`src/verilog/rrw_pkg.sv`:
```
// result register window: shared constants and types
// assumes: byte-wide register addresses from the serial front end
package rrw_pkg;

    // ----------------------------------------------------------
    // register addresses
    // ----------------------------------------------------------
    localparam logic [7:0] ADDR_STATUS      = 8'h1D; // first byte of the coherent block read
    localparam logic [7:0] ADDR_CONTENT     = 8'h1E; // ram_content_kind
    localparam logic [7:0] ADDR_SEQ_ID      = 8'h1F; // update_sequence_id
    localparam logic [7:0] ADDR_ANSWER_CNT  = 8'h20; // answer_counter
    localparam logic [7:0] ADDR_QUALITY     = 8'h21; // measurement_quality
    localparam logic [7:0] ADDR_RANGE_LOW   = 8'h22; // range_mm_low
    localparam logic [7:0] ADDR_RANGE_HIGH  = 8'h23; // range_mm_high
    localparam logic [7:0] ADDR_TS_BYTE0    = 8'h24; // timestamp_byte0
    localparam logic [7:0] ADDR_BLOCK_LAST  = 8'h27; // last byte of the coherent block read

    // ----------------------------------------------------------
    // reset values
    // ----------------------------------------------------------
    localparam logic [7:0] RST_REG          = 8'h00; // every register resets to zero

    // ----------------------------------------------------------
    // content codes
    // ----------------------------------------------------------
    localparam logic [7:0] CODE_CALIB       = 8'h0A;
    localparam logic [7:0] CODE_SERIAL      = 8'h47;
    localparam logic [7:0] CODE_RESULTS     = 8'h55;
    localparam logic [7:0] CODE_HIST_FIRST  = 8'h80;
    localparam logic [7:0] CODE_HIST_LAST   = 8'h93;
    localparam logic [2:0] HIST_CONV_MAX    = 3'h4; // five converters, 0..4

    // ----------------------------------------------------------
    // quality field layout and codes
    // ----------------------------------------------------------
    localparam int         QUAL_STAT_MSB    = 7;
    localparam int         QUAL_STAT_LSB    = 6;
    localparam int         QUAL_REL_MSB     = 5;
    localparam int         QUAL_REL_LSB     = 0;
    localparam logic [1:0] STAT_NOT_INTR    = 2'h0; // immediate mode off: undisturbed
    localparam logic [1:0] STAT_GPIO_DELAY  = 2'h2; // immediate mode off: gpio delayed
    localparam logic [5:0] REL_NONE         = 6'h00;
    localparam logic [5:0] REL_SHORT_UNCAL  = 6'h01;
    localparam logic [5:0] REL_SHORT_CAL    = 6'h0A;
    localparam logic [5:0] REL_LONG_MIN     = 6'h02; // long result forced off the 0 and 1 codes
    localparam logic [5:0] REL_LONG_ALT     = 6'h0B; // long result forced off the 10 code

    // ----------------------------------------------------------
    // timestamp timing
    // ----------------------------------------------------------
    localparam int         SYS_CLK_KHZ      = 25000; // system clock, 40 ns
    localparam int         TS_OSC_KHZ       = 4700;  // timestamp tick, about 0.213 us
    localparam logic [7:0] TS_STEP          = 8'(TS_OSC_KHZ / 100);  // phase added per cycle
    localparam logic [7:0] TS_MODULUS       = 8'(SYS_CLK_KHZ / 100); // phase per tick

    // ----------------------------------------------------------
    // types
    // ----------------------------------------------------------
    typedef enum logic [1:0] {
        RRW_MAP_CALIB,
        RRW_MAP_SERIAL,
        RRW_MAP_HIST
    } rrw_map_sel_t;

    typedef enum logic [1:0] {
        RRW_REL_NONE,
        RRW_REL_SHORT_UNCAL,
        RRW_REL_SHORT_CAL,
        RRW_REL_LONG
    } rrw_rel_kind_t;

endpackage : rrw_pkg

```
`src/verilog/rrw_timestamp.sv`:
```
// free-running 32-bit timestamp at the oscillator rate
// assumes: osc_run_in synchronous to clk_sys_in
`timescale 1ns/1ps
module rrw_timestamp (
    input  wire logic        clk_sys_in,
    input  wire logic        rst_n_in,
    input  wire logic        osc_run_in,  // oscillator running
    output logic      [31:0] ts_out,      // timestamp count
    output logic             valid_out    // count is meaningful
);

    // ----------------------------------------------------------
    // state
    // ----------------------------------------------------------
    logic [7:0]  phase;       // fractional phase accumulator
    logic [7:0]  next_phase;
    logic [31:0] next_ts;
    logic        next_valid;
    logic [8:0]  sum;         // phase plus step, one bit of headroom

    // phase accumulator ticks 47 times per 250 system cycles
    always_comb begin
        sum        = {1'b0, phase} + {1'b0, rrw_pkg::TS_STEP};
        next_phase = phase;
        next_ts    = ts_out;
        next_valid = osc_run_in;
        if (osc_run_in) begin
            if (sum >= {1'b0, rrw_pkg::TS_MODULUS}) begin
                next_phase = 8'(sum - {1'b0, rrw_pkg::TS_MODULUS});
                next_ts    = ts_out + 32'h0000_0001; // wraps to zero
            end else begin
                next_phase = sum[7:0];
            end
        end
    end

    // register stage
    always_ff @(posedge clk_sys_in or negedge rst_n_in) begin
        if (!rst_n_in) begin
            phase     <= 8'h00;
            ts_out    <= 32'h0000_0000;
            valid_out <= 1'b0;
        end else begin
            phase     <= next_phase;
            ts_out    <= next_ts;
            valid_out <= next_valid;
        end
    end

endmodule : rrw_timestamp

```
`src/verilog/rrw_hold.sv`:
```
// one-deep parking slot for a result that arrives during a block read
// assumes: load and clear are one-cycle pulses; load wins over clear
`timescale 1ns/1ps
module rrw_hold (
    input  wire logic        clk_sys_in,
    input  wire logic        rst_n_in,
    input  wire logic        load_in,   // park a result
    input  wire logic [24:0] data_in,   // {unique, quality, range}
    input  wire logic        clear_in,  // parked result consumed
    output logic             pend_out,  // a result is parked
    output logic      [24:0] data_out   // parked result
);

    // ----------------------------------------------------------
    // state
    // ----------------------------------------------------------
    logic        next_pend;
    logic [24:0] next_data;

    // newest result overwrites; a unique mark is never dropped
    always_comb begin
        next_pend = pend_out;
        next_data = data_out;
        if (load_in) begin
            next_pend = 1'b1;
            next_data = data_in;
            next_data[24] = data_in[24] | (pend_out & data_out[24]);
        end else if (clear_in) begin
            next_pend = 1'b0;
        end
    end

    // register stage
    always_ff @(posedge clk_sys_in or negedge rst_n_in) begin
        if (!rst_n_in) begin
            pend_out <= 1'b0;
            data_out <= 25'h000_0000;
        end else begin
            pend_out <= next_pend;
            data_out <= next_data;
        end
    end

endmodule : rrw_hold

```
`src/verilog/rrw_result_window.sv`:
```
// result and bookkeeping registers of the ranging sensor
// assumes: serial front end gives one-cycle read and write strobes
// assumes: ranging_engine pulses are one cycle and synchronous
//
// Notes on behaviour
// - content code names what shared ram holds
// - histogram code is 80h plus converter*4 plus quarter
// - sequence id changes on every map update with a valid code
// - result registers readable only under results code
// - answer counter increments per unique answer
// - immediate mode: status is the capture outcome
// - normal mode: status 0 or 2 gpio delay
// - reliability sits in bits 5:0, 0..63
// - reliability 0 none, 1 uncal, 10 cal
// - range low byte at 22h, high at 23h
// - timestamp counts up and wraps to zero
// - tick is one 4.7 MHz period; byte at 24h
// - timestamp lsb set means valid, clear invalid
`timescale 1ns/1ps
module rrw_result_window (
    input  wire logic        clk_sys_in,
    input  wire logic        rst_n_in,
    // register port from the serial front end
    input  wire logic [7:0]  reg_addr_in,       // register address
    input  wire logic        reg_rd_in,         // read strobe
    input  wire logic        reg_wr_in,         // write strobe
    input  wire logic [7:0]  reg_wdata_in,      // write data
    input  wire logic        xfer_end_in,       // bus stop, ends a block read
    output logic      [7:0]  reg_rdata_out,     // read data
    output logic             reg_rvalid_out,    // read data valid pulse
    // map updates from ranging_engine
    input  wire logic        map_upd_in,        // non-result map loaded
    input  wire logic [1:0]  map_sel_in,        // rrw_map_sel_t
    input  wire logic [2:0]  hist_conv_in,      // time_converter_0..4
    input  wire logic [1:0]  hist_quarter_in,   // 64-bin group
    // result updates from ranging_engine
    input  wire logic        res_upd_in,        // result loaded
    input  wire logic        res_unique_in,     // result is a new answer
    input  wire logic        imm_irq_in,        // immediate interrupt setting
    input  wire logic [1:0]  capture_outcome_in,// outcome, immediate mode
    input  wire logic        gpio_delay_in,     // delayed by gpio, normal mode
    input  wire logic [1:0]  rel_kind_in,       // rrw_rel_kind_t
    input  wire logic [5:0]  rel_long_in,       // long-range reliability
    input  wire logic [15:0] range_mm_in,       // peak distance, mm
    input  wire logic        osc_run_in,        // internal oscillator running
    output logic             block_busy_out     // coherent block read open
);

    // ----------------------------------------------------------
    // types and state
    // ----------------------------------------------------------
    typedef enum logic {
        RRW_IDLE,
        RRW_BLOCK
    } rrw_blk_state_t;

    rrw_blk_state_t state;         // block read tracker
    rrw_blk_state_t next_state;
    logic [7:0]  content;          // ram_content_kind
    logic [7:0]  seq_id;           // update_sequence_id
    logic [7:0]  answer_cnt;       // answer_counter
    logic [7:0]  quality;          // measurement_quality
    logic [15:0] range_mm;         // range_mm_high, range_mm_low
    logic [7:0]  ts_byte;          // timestamp_byte0
    logic [7:0]  next_content;
    logic [7:0]  next_seq_id;
    logic [7:0]  next_answer_cnt;
    logic [7:0]  next_quality;
    logic [15:0] next_range_mm;
    logic [7:0]  next_ts_byte;
    logic [7:0]  next_rdata;
    logic        next_rvalid;

    logic [31:0] ts_count;         // timestamp count
    logic        ts_valid;         // timestamp meaningful
    logic        hold_pend;        // result parked during block
    logic [24:0] hold_data;        // parked {unique, quality, range}
    logic [24:0] live_res;         // incoming {unique, quality, range}
    logic [1:0]  stat_bits;        // status field of incoming result
    logic [5:0]  rel_bits;         // reliability of incoming result
    logic        block_open;       // block read in progress
    logic        take_live;        // apply incoming result now
    logic        take_hold;        // apply parked result now
    logic [24:0] apply_res;        // result being applied
    logic [7:0]  hist_code;        // histogram content code
    logic        map_ok;           // map update carries a valid code
    logic [7:0]  map_code;         // code of a non-result map update
    logic        wr_seen;          // write strobe, dropped on purpose

    // ----------------------------------------------------------
    // submodules
    // ----------------------------------------------------------
    rrw_timestamp u_timestamp (
        .clk_sys_in (clk_sys_in),
        .rst_n_in   (rst_n_in),
        .osc_run_in (osc_run_in),
        .ts_out     (ts_count),
        .valid_out  (ts_valid)
    );

    rrw_hold u_hold (
        .clk_sys_in (clk_sys_in),
        .rst_n_in   (rst_n_in),
        .load_in    (res_upd_in & block_open), // park while host reads
        .data_in    (live_res),
        .clear_in   (take_hold),
        .pend_out   (hold_pend),
        .data_out   (hold_data)
    );

    // ----------------------------------------------------------
    // incoming result encoding
    // ----------------------------------------------------------

    // status and reliability of the result ranging_engine offers
    always_comb begin
        if (imm_irq_in) begin
            stat_bits = capture_outcome_in;
        end else begin
            stat_bits = gpio_delay_in ? rrw_pkg::STAT_GPIO_DELAY
                                      : rrw_pkg::STAT_NOT_INTR;
        end
        case (rrw_pkg::rrw_rel_kind_t'(rel_kind_in))
            rrw_pkg::RRW_REL_NONE:        rel_bits = rrw_pkg::REL_NONE;
            rrw_pkg::RRW_REL_SHORT_UNCAL: rel_bits = rrw_pkg::REL_SHORT_UNCAL;
            rrw_pkg::RRW_REL_SHORT_CAL:   rel_bits = rrw_pkg::REL_SHORT_CAL;
            rrw_pkg::RRW_REL_LONG: begin
                // long result steers clear of the codes owned by other kinds
                if (rel_long_in == rrw_pkg::REL_SHORT_CAL) begin
                    rel_bits = rrw_pkg::REL_LONG_ALT;
                end else if (rel_long_in < rrw_pkg::REL_LONG_MIN) begin
                    rel_bits = rrw_pkg::REL_LONG_MIN;
                end else begin
                    rel_bits = rel_long_in;                      // 63 best
                end
            end
            default:                      rel_bits = rrw_pkg::REL_NONE;
        endcase
        live_res = {res_unique_in, stat_bits, rel_bits, range_mm_in};
    end

    // content code of a non-result map update
    always_comb begin
        hist_code = rrw_pkg::CODE_HIST_FIRST
                  + {3'h0, hist_conv_in, hist_quarter_in};
        map_ok    = 1'b1;
        case (rrw_pkg::rrw_map_sel_t'(map_sel_in))
            rrw_pkg::RRW_MAP_CALIB:  map_code = rrw_pkg::CODE_CALIB;
            rrw_pkg::RRW_MAP_SERIAL: map_code = rrw_pkg::CODE_SERIAL;
            rrw_pkg::RRW_MAP_HIST: begin
                map_code = hist_code;
                map_ok   = (hist_conv_in <= rrw_pkg::HIST_CONV_MAX);
            end
            default: begin
                map_code = content;
                map_ok   = 1'b0;                                 // unknown selector dropped
            end
        endcase
    end

    // ----------------------------------------------------------
    // register update and read path
    // ----------------------------------------------------------
    assign block_open     = (state == RRW_BLOCK);
    assign take_live      = res_upd_in & ~block_open;
    assign take_hold      = hold_pend & ~block_open;
    // a parked unique mark survives a live result in the same cycle
    assign apply_res      = take_live ? {live_res[24] | (take_hold & hold_data[24]), live_res[23:0]}
                                      : hold_data;
    assign block_busy_out = block_open;
    assign wr_seen        = reg_wr_in & (reg_wdata_in != reg_wdata_in); // never acts

    // next values of every register and of the tracker
    always_comb begin
        next_state      = state;
        next_content    = content;
        next_seq_id     = seq_id;
        next_answer_cnt = answer_cnt;
        next_quality    = quality;
        next_range_mm   = range_mm;
        next_ts_byte    = ts_byte;
        next_rdata      = reg_rdata_out;
        next_rvalid     = 1'b0;

        // results are applied only outside a block read
        if (take_live || take_hold) begin
            next_content  = rrw_pkg::CODE_RESULTS;
            next_seq_id   = seq_id + 8'h01;
            next_quality  = apply_res[23:16];
            next_range_mm = apply_res[15:0];
            if (apply_res[24]) begin
                next_answer_cnt = answer_cnt + 8'h01;
            end
        end else if (map_upd_in && map_ok) begin
            next_content = map_code;
            next_seq_id  = seq_id + 8'h01;
        end

        // timestamp byte follows the count outside a block read
        if (!block_open) begin
            next_ts_byte = {ts_count[7:1], ts_valid};
        end

        // block read tracker
        case (state)
            RRW_IDLE: begin
                if (reg_rd_in && reg_addr_in == rrw_pkg::ADDR_STATUS) begin
                    next_state = RRW_BLOCK;
                end
            end
            RRW_BLOCK: begin
                if (xfer_end_in ||
                    (reg_rd_in && reg_addr_in == rrw_pkg::ADDR_BLOCK_LAST)) begin
                    next_state = RRW_IDLE;
                end
            end
            default: next_state = RRW_IDLE;
        endcase

        // read mux; result registers only under the results code
        if (reg_rd_in) begin
            next_rvalid = 1'b1;
            next_rdata  = rrw_pkg::RST_REG;                      // unmapped reads zero
            case (reg_addr_in)
                rrw_pkg::ADDR_CONTENT: next_rdata = content;
                rrw_pkg::ADDR_SEQ_ID:  next_rdata = seq_id;
                default: begin
                    if (content == rrw_pkg::CODE_RESULTS) begin
                        case (reg_addr_in)
                            rrw_pkg::ADDR_ANSWER_CNT: next_rdata = answer_cnt;
                            rrw_pkg::ADDR_QUALITY:    next_rdata = quality;
                            rrw_pkg::ADDR_RANGE_LOW:  next_rdata = range_mm[7:0];
                            rrw_pkg::ADDR_RANGE_HIGH: next_rdata = range_mm[15:8];
                            rrw_pkg::ADDR_TS_BYTE0:   next_rdata = ts_byte;
                            default:                  next_rdata = rrw_pkg::RST_REG;
                        endcase
                    end
                end
            endcase
        end

        // writes land nowhere: no register takes reg_wdata_in
        if (wr_seen) begin
            next_seq_id = seq_id;
        end
    end

    // register stage
    always_ff @(posedge clk_sys_in or negedge rst_n_in) begin
        if (!rst_n_in) begin
            state          <= RRW_IDLE;
            content        <= rrw_pkg::RST_REG;
            seq_id         <= rrw_pkg::RST_REG;
            answer_cnt     <= rrw_pkg::RST_REG;
            quality        <= rrw_pkg::RST_REG;
            range_mm       <= 16'h0000;
            ts_byte        <= rrw_pkg::RST_REG;
            reg_rdata_out  <= rrw_pkg::RST_REG;
            reg_rvalid_out <= 1'b0;
        end else begin
            state          <= next_state;
            content        <= next_content;
            seq_id         <= next_seq_id;
            answer_cnt     <= next_answer_cnt;
            quality        <= next_quality;
            range_mm       <= next_range_mm;
            ts_byte        <= next_ts_byte;
            reg_rdata_out  <= next_rdata;
            reg_rvalid_out <= next_rvalid;
        end
    end

endmodule : rrw_result_window

```
`config.mk`:
```
export PLATFORM = sky130hd
export DESIGN_NAME = rrw_result_window
export DESIGN_NICKNAME = d
export VERILOG_FILES = /design/src/verilog/rrw_pkg.sv /design/src/verilog/rrw_timestamp.sv /design/src/verilog/rrw_hold.sv /design/src/verilog/rrw_result_window.sv
export SDC_FILE = /design/constraint.sdc
export NUM_CORES = 1
export LEC_CHECK = 0
export ABC_AREA = 1
export BUFFER_PORTS_ARGS = -buffer_cell sky130_fd_sc_hd__buf_2
export CORE_ASPECT_RATIO = 0.7
export CORE_MARGIN = 2
export CORE_UTILIZATION = 53
export CTS_CLUSTER_DIAMETER = 120
export DETAILED_ROUTE_END_ITERATION = 10
export GPL_TIMING_DRIVEN = 1
export PLACE_DENSITY = 0.77
export SLEW_MARGIN = 10
export SYNTH_ARGS = -nofsm -noshare
export SYNTH_HDL_FRONTEND = slang
export SYNTH_SLANG_ARGS = --single-unit
```
`constraint.sdc`:
```
create_clock -name clk_sys_in -period 1.9 [get_ports clk_sys_in]
set_input_delay 0.38 -clock clk_sys_in [delete_from_list [all_inputs] [get_ports clk_sys_in]]
set_output_delay 0.38 -clock clk_sys_in [all_outputs]
set_load 0.01 [all_outputs]
```
---- Yosys cells after proc, flatten, opt, wreduce, memory -nomap -nowiden ----
Index checks and enable logic that the tools add are counted.
W data, S select, Z words.
storage, ports and cells
  output and inout bits ................... 10
  input bits .............................. 60
  flip-flop bits (word level) ............. 133
operators by class
  add/sub/neg operators ................... 6
  reductions and logical operators ........ 14
  bitwise logic cells ..................... 8
  equality and inequality tests ........... 16
  order comparisons ....................... 3
  mux-type cells .......................... 22
operator list
  cell                     count
  $eq A8 B6 Y1 const B     6
  $mux W8                  6
  $pmux W8 S5              1
  $add A32 B1 Y32 const B  1
  $mux W25                 1
  $eq A8 B5 Y1 const B     3
  $pmux W6 S4              1
  $pmux W8 S3              1
  $add A8 B1 Y8 const B    2
  $pmux W8 S2              1
  $mux W6                  2
  $add A8 B6 Y9 const B    1
  $ge A9 B8 Y1 const B     1
  $add A8 B5 Y8 const A    1
  $eq A8 B7 Y1 const B     1
  $sub A8 B8 Y8 const B    1
  $eq A2 B2 Y1 const B     3
  $eq A6 B4 Y1 const B     1
  $lt A6 B2 Y1 const B     1
  $reduce_and A2 Y1        3
  $and A1 B1 Y1            5
  $mux W1                  5
  $eq A2 B1 Y1 const B     2
  $logic_not A2 Y1         2
  10 further kinds         17

---- Depth between registers and ports, before layout ----
Gate-level depths: netlist (run 1).
  word-level depth ........................ 6
  mapped depth ............................ 15
  mapped depth without buffers ............ 15

---- Cells and area by module ----
From an unflattened synthesis (run 1), not the netlist that was laid out.
second synthesis, totals
  cell total of the unflattened synthesis .. 1002
  area total of the unflattened synthesis .. 7536.0 um2
by module, submodules not included
  module             area each (um2)  instances  seq. area each (um2)  cells an instance
  rrw_result_window  3736.1           1          1626.6                505
  rrw_timestamp      2778.9           1          1026.0                387
  rrw_hold           1021.0           1          650.6                 110

---- Worst setup path before layout (run 1) ----
No wires, ideal clock.
  kind .................................... reg-to-reg
  from .................................... register u_timestamp.phase[0]
  to ...................................... register u_timestamp.phase[4]
  path buffers ............................ 1
  period minus slack after synthesis ...... 1.850 ns
  data arrival time ....................... 1.734 ns
  cell stages (with the launch flop) ...... 15
  setup slack ............................. 0.050 ns
  cells stage by stage .................... dfrtp_1 -> inv_1 -> ha_1 -> xnor2_2 -> ha_1 -> inv_1 -> nand3_2 -> inv_2 -> nand2_2 -> nand3_4 -> buf_8 -> nand2_2 -> nand2_1 -> nand2_1 -> nand2_1
between the ends
  word-level cells in the longest chain between the ends .. 3
  elaborated cells between the ends (all ways) .. 4
  classes of those cells .................. add/sub (2); order compare (1); mux (1)
RTL lines
  what                                           RTL line                                  source
  start: declaration                             rrw_timestamp.sv:15                       logic [7:0] phase;
  start signal: assignment                       rrw_timestamp.sv:44                       phase <= next_phase;
  $add A8 B6 Y9 *                                rrw_timestamp.sv:23                       sum = {1'b0, phase} + {1'b0, rrw_pkg::TS_STEP};
  named net u_timestamp.sum[0]                   rrw_timestamp.sv:19                       logic [8:0] sum;
  $sub A8 B8 Y8 or $ge A9 B8 Y1 (tied branches)  rrw_timestamp.sv:29, rrw_timestamp.sv:28
  $mux W8 *                                      rrw_timestamp.sv:28                       if (sum >= {1'b0, rrw_pkg::TS_MODULUS}) begin
The timed path passes the listed nets; every way through them passes the cells marked *.
A chain may end at the register's enable or synchronous reset.

---- Worst setup path after layout (run 1) ----
  from .................................... register u_timestamp.phase[1]
  to ...................................... register u_timestamp.phase[1]
between the ends
  word-level cells in the longest chain between the ends .. 3
  elaborated cells between the ends (all ways) .. 4
  classes of those cells .................. add/sub (2); order compare (1); mux (1)
RTL lines
  what                                           RTL line
  $add A8 B6 Y9 *                                rrw_timestamp.sv:23
  $sub A8 B8 Y8 or $ge A9 B8 Y1 (tied branches)  rrw_timestamp.sv:29, rrw_timestamp.sv:28
  $mux W8 *                                      rrw_timestamp.sv:28
Mark *: on every way between the ends. The rest lies on a longest branch, timed or not.

==> results of run 1 <==
-- timing repair --
action | CTS | global route
gates resized for setup | 3 | 38
gates cloned | 0 | 0
buffers inserted | 3 | 6
endpoints found under the setup margin | 8 | 16
pin swaps | 3 | 6
-- worst max-delay path, delay by kind of cell (launching register included) --
kind                   cells  cell delay [ps]
AND/OR/NAND/NOR           12             1130
flip-flops                 1              400
buffers and inverters      2              280
-- power by group through the flow --
stage          registers [uW]  logic (uW)  clock network [uW]
2_1_floorplan            3080        1930                   0
3_3_place_gp             3180        2370                   0
3_5_place_dp             3200        2500                   0
4_1_cts                  3170        2590                1830
5_1_grt                  3270        3550                1920
6_report                 3220        3210                1790
-- cell families (layout without fill, tap and decap cells) --
family / Yosys count / after routing
AND/OR/NAND/NOR: 330 / 330
AO/OA/AOI/OAI: 125 / 125
flip-flops: 108 / 108
buffers and inverters: 108 / 193
XOR/XNOR: 24 / 24
adder cells (fa/ha/maj): 11 / 11
multiplexers: 1 / 1
-- worst max path at each step --
stage | startpoint | endpoint | slack (ps) | cells after the start
floorplan | u_timestamp.phase[0] | u_timestamp.phase[4] | 50 | 14
global placement | u_timestamp.phase[0] | u_timestamp.ts_out[0] | 10 | 11
detailed placement | u_timestamp.phase[0] | u_timestamp.ts_out[0] | -40 | 11
CTS | u_timestamp.phase[1] | u_timestamp.phase[1] | 4 | 14
global route | u_timestamp.phase[1] | u_timestamp.phase[1] | -120 | 14
finish | u_timestamp.phase[1] | u_timestamp.phase[1] | -10 | 14
-- through the flow --
stage	instances	TNS (ps)	total power [uW]
2_1_floorplan	707	0	5003
3_3_place_gp	899	0	5551
3_5_place_dp	899	-81.70	5702
4_1_cts	918	0	7585
5_1_grt	924	-831.1	8740
6_report	924	-13.35	8216
-- flip-flops by register name, summed over array words and instances, names as in the netlist --
| register | cells |
|---|---|
| content | 7 |
| u_timestamp.phase | 8 |
| seq_id | 8 |
| u_hold.data_out | 25 |
| block_busy_out | 1 |
| reg_rvalid_out | 1 |
| answer_cnt | 8 |
| range_mm | 16 |
| ts_byte | 8 |
| quality | 8 |
| u_timestamp.ts_out | 8 |
| u_hold.pend_out | 1 |
| u_timestamp.valid_out | 1 |
| reg_rdata_out | 8 |
-- area by class of cell --
| cell class | count | area, um2 |
|---|---|---|
| Clock buffer | 9 | 225.2 |
| Clock inverter | 7 | 58.81 |
| Fill cell | 849 | 3676 |
| Inverter | 86 | 325.3 |
| Multi-Input combinational cell | 491 | 2701 |
| Sequential cell | 108 | 2710 |
| Tap cell | 132 | 165.2 |
| Timing Repair Buffer | 91 | 571.8 |
-- layout by cell type, fill, tap and decap left out, types with 2 or more instances in the layout --
| master | count |
|---|---|
| nor2_2 | 4 |
| clkbuf_16 | 9 |
| a211oi_1 | 6 |
| o21ai_0 | 70 |
| nand3_4 | 3 |
| nand4_1 | 7 |
| xor2_1 | 20 |
| xnor2_1 | 3 |
| inv_6 | 2 |
| o31ai_1 | 2 |
| a21oi_1 | 15 |
| a31oi_1 | 3 |
| buf_6 | 3 |
| dfrtp_2 | 6 |
| clkinv_4 | 2 |
| nand2_2 | 10 |
| ha_4 | 2 |
| dfrtp_1 | 102 |
| nor2_4 | 5 |
| nand3_2 | 2 |
| nor2_1 | 40 |
| buf_2 | 59 |
| o22ai_1 | 5 |
| ha_1 | 9 |
| buf_12 | 2 |
| a21oi_2 | 2 |
| nand2_1 | 188 |
| nor3_1 | 15 |
| nand2_4 | 9 |
| o221ai_1 | 2 |
| o41ai_1 | 2 |
| o211ai_1 | 2 |
| a221oi_1 | 11 |
| inv_2 | 11 |
| buf_4 | 27 |
| nor3_2 | 2 |
| nand3_1 | 41 |
| inv_1 | 73 |
-- per-layer routing --
layer  part of all wire [%]  vias to the layer above  global-route usage, %
met3                    6.4                       14                  4.891
met4                   0.97                        0                  4.487
met2                     45                      178                  34.84
li1                       -                     2458                      -
met5                      0                        -                      0
met1                     48                     2464                  36.35
==> flow_summary.toml, run 1 <==
[power]
power_frac_clock_pct = 21.8
switching_share_pct = 38.87
power_frac_seq_pct = 39.2
pwr-share-comb_pct = 39.0
powerDensity_mw_per_mm2 = 1216
p_switching_uw = 3194
p_leak_uw = 0.003417
p_int_uw = 5023
peakVddDrop_mv = 0.6790

[setup_path]
rr_startpoint = "u_timestamp.phase[1]"
path_max_fanout = 8
cp_common_cell = "nand2_4"
reg2reg_slack_ps = -10
crit_chain = "buf_6 -> nor2_4 -> nand2_2 -> nand2_4 -> nand2_4 -> nand2_4 -> nand2_4 -> nor2_4 -> nand3_4 -> nand3_4 -> buf_4 -> nand2_1 -> nand3_1 -> nand2_1"
worstPathRequired_ps = 2140
r2r_cells = 14
cp-start-kind = "flop"
endpoint_kind = "flop"
worst_path_largest_cell_delay_ps = 400
arrival_ps = 2150
reg2reg_to = "u_timestamp.phase[1]"
slowest_stage = "dfrtp_1"
path_class = "reg2reg"

[synth]
synth_commonest_cells = "nand2_1, dfrtp_1, inv_1, o21ai_0, nand3_1"
synth_edf_count = 0
yosysMostFrequentCell = "nand2_1"
syn-num-nets = 778
synth_top_area_share_pct = 47.18
yosysTopAreaCell = "dfrtp_1"
synth_simple_gate_area_share_pct = 25.47
muxShareOfSynthArea_pct = 0.1966
yosysSeqAreaShare_pct = 47.18
synth-compound-area-share_pct = 13.08
synth_top_family_by_area = "simple AND/OR/NAND/NOR gates"
syn_area_mm2 = 0.005728
async_reset_ff_share_pct = 100.0
synth_cell_type_count = 48
yosys_warnings = 0
ys.flop_type = "dfrtp_1"
syn_avg_cell_area_um2 = 8.102
synth-seq-cells = 108
synth_xor_area_share_pct = 3.801
synth_area_leaders = "dfrtp_1, nand2_1, o21ai_0"
synthAdderAreaFrac_pct = 2.403
synth_cells = 707

[global_route]
grt_pass1_wl_um = 22170
grt.total_usage_pct = 23.66
grt_pass1_vias = 4584
grt_antenna_before_repair = 0
grt.overflow.total = 0
grt_max_degree = 109

[run_status]
violations = "negative setup slack"
status = "finished with violations"

[hold_path]
holdCritPathClass = "in2async"

[finish]
n_antenna_cell = 0
design_area_mm2 = 0.006758
final_util_pct = 64.77
area_delta_synth_final_pct = 17.98
fin_nets = 858
drive_above_1_share_pct = 21.59

[sta]
hold_ws_ps = 51.06
setup_viol = 1
rsz0062_at_grt = "true"
maxSlewHeadroom_pct = 59.63
fin_ws_ps = -13.35
min_period_ps = 1913
min_period_over_period_pct = 100.7
tightest_slew_ps = 605.6
fmax_mhz = 522.6
maxSlewViolCount = 0
finalHoldViolCount = 0
clock_skew_ps = 7.500

[clock_tree]
clock_latency_ps = 350
cts.clk_slew.worst_paths_ps = 70
cts_buffers = 9
htreeDepth = 3
root_buffer = "clkbuf_16"
cts.path.max_buffers = 2
postCtsHoldBufs = 0
clock_sinks = 108
cts_tree = "done"

[floorplanning]
coreArea_mm2 = 0.01043
initial_core_util_pct = 54.90
rows = 31
io_pins = 70
die_y_um = 90.98
die_area_mm2 = 0.01167
die_w_um = 128.3

[detailed_routing]
drt-wirelength-per-cell_um = 15.09
antenna_left = 0
wl_um = 13940
drc = 0
vias_per_cell = 5.535
drtIter0Drc = 460
dr_total_vias = 5114
first_pass_iters = 5

[place]
place_congestion = 0.9018
dpl_cell_area_mm2 = 0.006246
place_hpwl_um = 9902
io_buffers = 60
place_worst_setup_slack_ps = -42.98

[run]
maxCapViolCount = 0
(Power assumes the default switching activity.)
==> run 2: changes to the inputs <==
--- a/config.mk
+++ b/config.mk
@@ -5,7 +5,7 @@
 export SDC_FILE = /design/constraint.sdc
 export NUM_CORES = 1
 export LEC_CHECK = 0
-export ABC_AREA = 1
+export ABC_AREA = 0
 export BUFFER_PORTS_ARGS = -buffer_cell sky130_fd_sc_hd__buf_2
 export CORE_ASPECT_RATIO = 0.7
 export CORE_MARGIN = 2
==> run 2 against run 1 <==
  * The run still ends with negative setup slack left
  * Non-clock buffer count increased by 45
  * Count of clock-buffer cells in the layout rose by 3
  * Combinational power shrank 11%
  * Total power down 4.2%
  * Clock skew increased by 2.1 ps
  * Worst setup slack worse by 400 ps
==> flow_summary.toml, run 2 <==
[sta]
tightest_slew_ps = 443.4
fin_ws_ps = -417.1
fmax_mhz = 431.6
finalHoldViolCount = 0
setup_viol = 15
maxSlewHeadroom_pct = 70.22
clock_skew_ps = 9.554
min_period_over_period_pct = 122.0
rsz0062_at_grt = "true"
maxSlewViolCount = 0
min_period_ps = 2317
fin_setup_tns_ps = -4782

[setup_path]
worstPathRequired_ps = 2140
cp.depth = 10
path_class = "reg2reg"
crit_chain = "inv_1 -> ha_2 -> buf_6 -> nor3b_4 -> mux2_4 -> o221ai_4 -> o41ai_4 -> buf_4 -> nor3b_2 -> a211o_1"
r2r_cells = 10
worst-path-buf-inv = 3
worst_path_largest_cell_delay_ps = 380
cp-start-kind = "flop"
path_max_fanout = 5
arrival_ps = 2560
endpoint_kind = "flop"
crit_family = "compound AO/OA/AOI/OAI gates"
slowest_stage = "dfrtp_1"

[synth]
syn-num-nets = 628
yosysSeqAreaShare_pct = 47.46
synth_cell_type_count = 62
ys.flop_type = "dfrtp_1"
yosysTopAreaCell = "dfrtp_1"
synth_area_leaders = "dfrtp_1, mux2_2, o21ai_0"
syn_avg_cell_area_um2 = 10.22
syn_area_mm2 = 0.005694
synth_top_area_share_pct = 47.46
synth-seq-cells = 108
async_reset_ff_share_pct = 100.0
synth_commonest_cells = "dfrtp_1, o21ai_0, nand2_1, a21oi_1, mux2_2"
yosys_warnings = 0
synth_cells = 557
yosysMostFrequentCell = "dfrtp_1"
synth_edf_count = 0

[floorplanning]
die_w_um = 127.9
io_pins = 70
die_y_um = 90.72
die_area_mm2 = 0.01160
initial_core_util_pct = 54.78
coreArea_mm2 = 0.01040
rows = 31

[detailed_routing]
drc = 0
antenna_left = 0
wl_um = 15070
first_pass_iters = 5
dr_total_vias = 4929
vias_per_cell = 6.115
drtIter0Drc = 602
drt-wirelength-per-cell_um = 18.70

[place]
place_worst_setup_slack_ps = -478.4
dp_cells = 777
io_buffers = 60
place_congestion = 1.008
dpl_cell_area_mm2 = 0.006530
place_hpwl_um = 10660

[finish]
fillers = 832
regMostFlops = "u_hold.data_out"
fin_cells = 806
n_antenna_cell = 0
area_delta_synth_final_pct = 23.53
top_regs = "u_hold.data_out (25), range_mm (16)"
layout_commonest_cell = "dfrtp_1"
design_area_mm2 = 0.007034
largest_reg_flops = 25
drive_above_1_share_pct = 30.86
multi_input_area_mm2 = 0.002880
ff_latch_area_mm2 = 0.002703
mostFrequentLayoutCells = "dfrtp_1, buf_4, buf_2"
fin_nets = 740

[hold_path]
holdCritPathClass = "in2reg"
holdPathStages = 2

[run]
maxCapViolCount = 0

[global_route]
top_usage_layer = "met2"
grt_max_degree = 38
grt.total_usage_pct = 27.29
grt_pass1_wl_um = 24830
met3_usage_pct = 6.991
grt.overflow.total = 0
grt_antenna_before_repair = 0
met1_usage_pct = 39.93
grt_pass1_vias = 4860
grtUsageMet2_pct = 40.60

[clock_tree]
cts_buffers = 9
root_buffer = "clkbuf_16"
cts.path.max_buffers = 2
clock_latency_ps = 350
htreeDepth = 3
cts.clk_slew.worst_paths_ps = 70
clock_sinks = 108
cts_tree = "done"

[run_status]
status = "finished with violations"
violations = "negative setup slack"

[power]
p_leak_uw = 0.003215
peakVddDrop_mv = 0.5610
powerDensity_mw_per_mm2 = 1119
run 2: cell count changes after synthesis, sizes merged, moves of 11 or more:
| cell | delta |
|---|---|
| nand2 | -166 |
| inv | -68 |
| nand3 | -34 |
| mux2 | +30 |
| nor2 | -27 |
| nor2b | +23 |
| a22oi | +21 |
| o21ai | -20 |
| a21oi | +17 |
| xnor2 | +16 |
| mux2i | +15 |
| clkbuf | +14 |
| xor2 | -13 |
| a221oi | -11 |
run 2: final timing paths:
path                       slack (ps)            startpoint              endpoint
max                              -420  u_timestamp.phase[0]  u_timestamp.phase[2]
min                               250           xfer_end_in        block_busy_out
max reg2reg                      -420  u_timestamp.phase[0]  u_timestamp.phase[2]
min reg2reg                       480      reg_rdata_out[1]      reg_rdata_out[1]
max in group asynchronous         820              rst_n_in            content[6]
min in group asynchronous         450              rst_n_in   u_hold.data_out[16]
run 2: power breakdown:
group          switching, uW  total (uW)  internal, uW
clock                    857        1860          1000
combinational           1440        2850          1410
sequential               433        3160          2730
total                   2730        7870          5140
run 2: per-stage QoR:
step / hold WS [ps] / util [%] / power (uW)
after detailed placement: 281.0 / 62.82 / 5573
after floorplan: 84.41 / - / 4639
final: 246.6 / 67.67 / 7870
after global routing: 232.7 / 67.67 / 8297
after CTS: 230.4 / 66.74 / 7679
after global placement: 276.1 / 62.82 / 5465
run 2: area by class of cell:
cell class | instances | share of cell area [%]
multi-input combinational | 396 | 40.95
clock buffer | 12 | 3.789
timing repair buffer | 136 | 13.09
inverter | 18 | 0.9605
clock inverter | 4 | 0.4447
tap | 132 | 2.348
sequential | 108 | 38.42
run 2: layer usage:
metal	up-vias	wire length, um	share of wire [%]
li1	2263	-	-
met1	2452	6999	46
met2	193	6702	44
met3	21	1153	7.7
met4	0	214	1.4
met5	-	0	0
run 2: cell families after synthesis:
kind of cell / after synthesis / synth area share [%]
AOI/OAI and AO/OA: 164 / 19.18
and+or+nand+nor: 147 / 13.47
DFF: 108 / 47.46
buffers and inverters: 53 / 3.955
muxes: 47 / 9.228
xor gates and xnor gates: 27 / 4.285
adders and majority gates: 11 / 2.417
run 2: what timing repair did:
| action | in CTS | in global routing |
|---|---|---|
| endpoints found under the hold margin | 14 | 0 |
| pin swaps | 8 | 9 |
| gates resized for setup | 10 | 12 |
| setup buffers | 8 | 4 |
| hold buffers | 1 | 0 |
| setup endpoints to repair | 15 | 23 |
run 2: worst register-to-register path, stage by stage (launching register included):
cell and delay, ps:
dfrtp_1 380, inv_1 60, ha_2 180, buf_6 120
nor3b_4 210, mux2_4 340, o221ai_4 250, o41ai_4 100
buf_4 180, nor3b_2 150, a211o_1 220
==> run 3: changes to the inputs <==
--- a/config.mk
+++ b/config.mk
@@ -7,13 +7,15 @@
 export LEC_CHECK = 0
 export ABC_AREA = 0
 export BUFFER_PORTS_ARGS = -buffer_cell sky130_fd_sc_hd__buf_2
+export CELL_PAD_IN_SITES_DETAIL_PLACEMENT = 1
+export CELL_PAD_IN_SITES_GLOBAL_PLACEMENT = 1
 export CORE_ASPECT_RATIO = 0.7
 export CORE_MARGIN = 2
-export CORE_UTILIZATION = 53
+export CORE_UTILIZATION = 41
 export CTS_CLUSTER_DIAMETER = 120
 export DETAILED_ROUTE_END_ITERATION = 10
 export GPL_TIMING_DRIVEN = 1
-export PLACE_DENSITY = 0.77
+export PLACE_DENSITY_LB_ADDON = 0.1
 export SLEW_MARGIN = 10
 export SYNTH_ARGS = -nofsm -noshare
 export SYNTH_HDL_FRONTEND = slang
==> run 3 against run 2 <==
  * The flow still finishes with violations (negative setup slack)
  * Clock skew down 0.85 ps
  * Cell count grew 6.7%
  * Clock power about the same
  * Largest power group unchanged
==> flow_summary.toml, run 3 (same netlist as run 2, synthesis figures left out) <==
[run_status]
status = "finished with violations"
violations = "negative setup slack"

[global_route]
top_usage_layer = "met2"
met1_usage_pct = 35.86
met3_usage_pct = 4.134
grt_antenna_before_repair = 0
grt_pass1_wl_um = 27520
grtUsageMet2_pct = 37.19
grt.total_usage_pct = 24.13
grt_max_degree = 40
grt.overflow.total = 0
grt_pass1_vias = 5078

[detailed_routing]
drtIter0Drc = 363
first_pass_iters = 6
antenna_left = 0
drt-wirelength-per-cell_um = 19.55
vias_per_cell = 5.693
wl_um = 16810
dr_total_vias = 4896
drc = 0

[place]
place_congestion = 0.9133
place_hpwl_um = 12500
dp_cells = 838
io_buffers = 60

[sta]
min_period_over_period_pct = 123.4
hold_ws_ps = 241.2
maxSlewHeadroom_pct = 67.94
fmax_mhz = 426.5
maxSlewViolCount = 0
finalHoldViolCount = 0
tightest_slew_ps = 480.9
setup_viol = 15
clock_skew_ps = 8.703
rsz0062_at_grt = "true"
fin_ws_ps = -444.6
min_period_ps = 2345

[floorplanning]
initial_core_util_pct = 42.63
coreArea_mm2 = 0.01336
io_pins = 70
die_y_um = 102.6
die_w_um = 144.9
die_area_mm2 = 0.01486
rows = 35

[setup_path]
arrival_ps = 2630
path_class = "reg2reg"
cp-start-kind = "flop"
endpoint_kind = "flop"
path_max_fanout = 3
worstPathRequired_ps = 2190

[finish]
regMostFlops = "u_hold.data_out"
drive_above_1_share_pct = 29.78
top_regs = "u_hold.data_out (25), range_mm (16)"
area_delta_synth_final_pct = 24.17
mostFrequentLayoutCells = "dfrtp_1, buf_4, buf_2"
largest_reg_flops = 25
fin_nets = 741
layout_commonest_cell = "dfrtp_1"
fin_cells = 860
n_antenna_cell = 0

[clock_tree]
cts_buffers = 9
cts_tree = "done"
clock_latency_ps = 360
root_buffer = "clkbuf_16"
clock_sinks = 108
cts.path.max_buffers = 2
htreeDepth = 3
cts.clk_slew.worst_paths_ps = 80

[run]
maxCapViolCount = 0

[hold_path]
holdCritPathClass = "in2reg"

[power]
powerDensity_mw_per_mm2 = 1085
peakVddDrop_mv = 0.6330
p_leak_uw = 0.003216
==> run 3: cell type report <==
type / count / area, um2
sequential: 108 / 2703
fill: 1514 / 6286
inverter: 18 / 67.56
timing repair buffer: 137 / 937.1
clock inverter: 6 / 56.30
clock buffer: 10 / 229.0
multi-input combinational: 396 / 2846
tap: 185 / 231.5
==> run 3: repair_timing <==
| item | 4_1_cts | 5_1_grt |
|---|---|---|
| hold endpoints to repair | 22 | 0 |
| hold buffers | 1 | 0 |
| pin swaps | 0 | 5 |
| gates resized for setup | 3 | 11 |
| endpoints found under the setup margin | 15 | 19 |
| buffers inserted | 4 | 1 |
==> run 3: per-layer routing <==
| layer | up-vias | part of all wire (%) | wire length [um] |
|---|---|---|---|
| met5 | - | 0 | 0 |
| met4 | 0 | 1.0 | 173 |
| met3 | 13 | 4.5 | 761 |
| met2 | 136 | 44 | 7406 |
| met1 | 2489 | 50 | 8469 |
| li1 | 2258 | - | - |
==> run 3: worst paths after layout <==
kind / start / end / slack, ps / cells after the start
worst max-delay path: u_timestamp.phase[0] / u_timestamp.phase[4] / -440 / 9
worst min-delay path: xfer_end_in / block_busy_out / 240 / 2
worst max register to register: u_timestamp.phase[0] / u_timestamp.phase[4] / -440 / 9
worst min register to register: reg_rdata_out[4] / reg_rdata_out[4] / 480 / 1
max in group asynchronous: rst_n_in / u_timestamp.ts_out[4] / 870 / 3
min in group asynchronous: rst_n_in / range_mm[5] / 480 / 2
==> run 3: where the power goes <==
group          internal, uW  switching (uW)  leakage, uW
Sequential             2730             453      0.00136
Clock                   920             931     0.000137
Combinational          1270            1370      0.00172
Total                  4920            2750      0.00322
==> run 3: critical path, stage by stage, from the launching register on <==
cell and delay, ps:
dfrtp_1 380, inv_1 60, ha_1 160, or3b_4 420, nor3_4 250, o221ai_4 140, buf_4 160, o31a_1 270
or3_1 370, nand3_1 80
==> run 3: per-stage QoR <==
stage	area, um2	TNS, ps	total power [uW]	worst slack [ps]	utilization, %
final	7071	-5340	7671	-444.6	52.94
after global routing	7071	-7294	8141	-565.6	52.94
after CTS	7008	-5435	7653	-465.6	52.47
after detailed placement	6669	-7897	5705	-534.3	49.93
after global placement	6669	-7487	5589	-512.9	49.93
after floorplan	5715	-6298	4639	-538.9	-
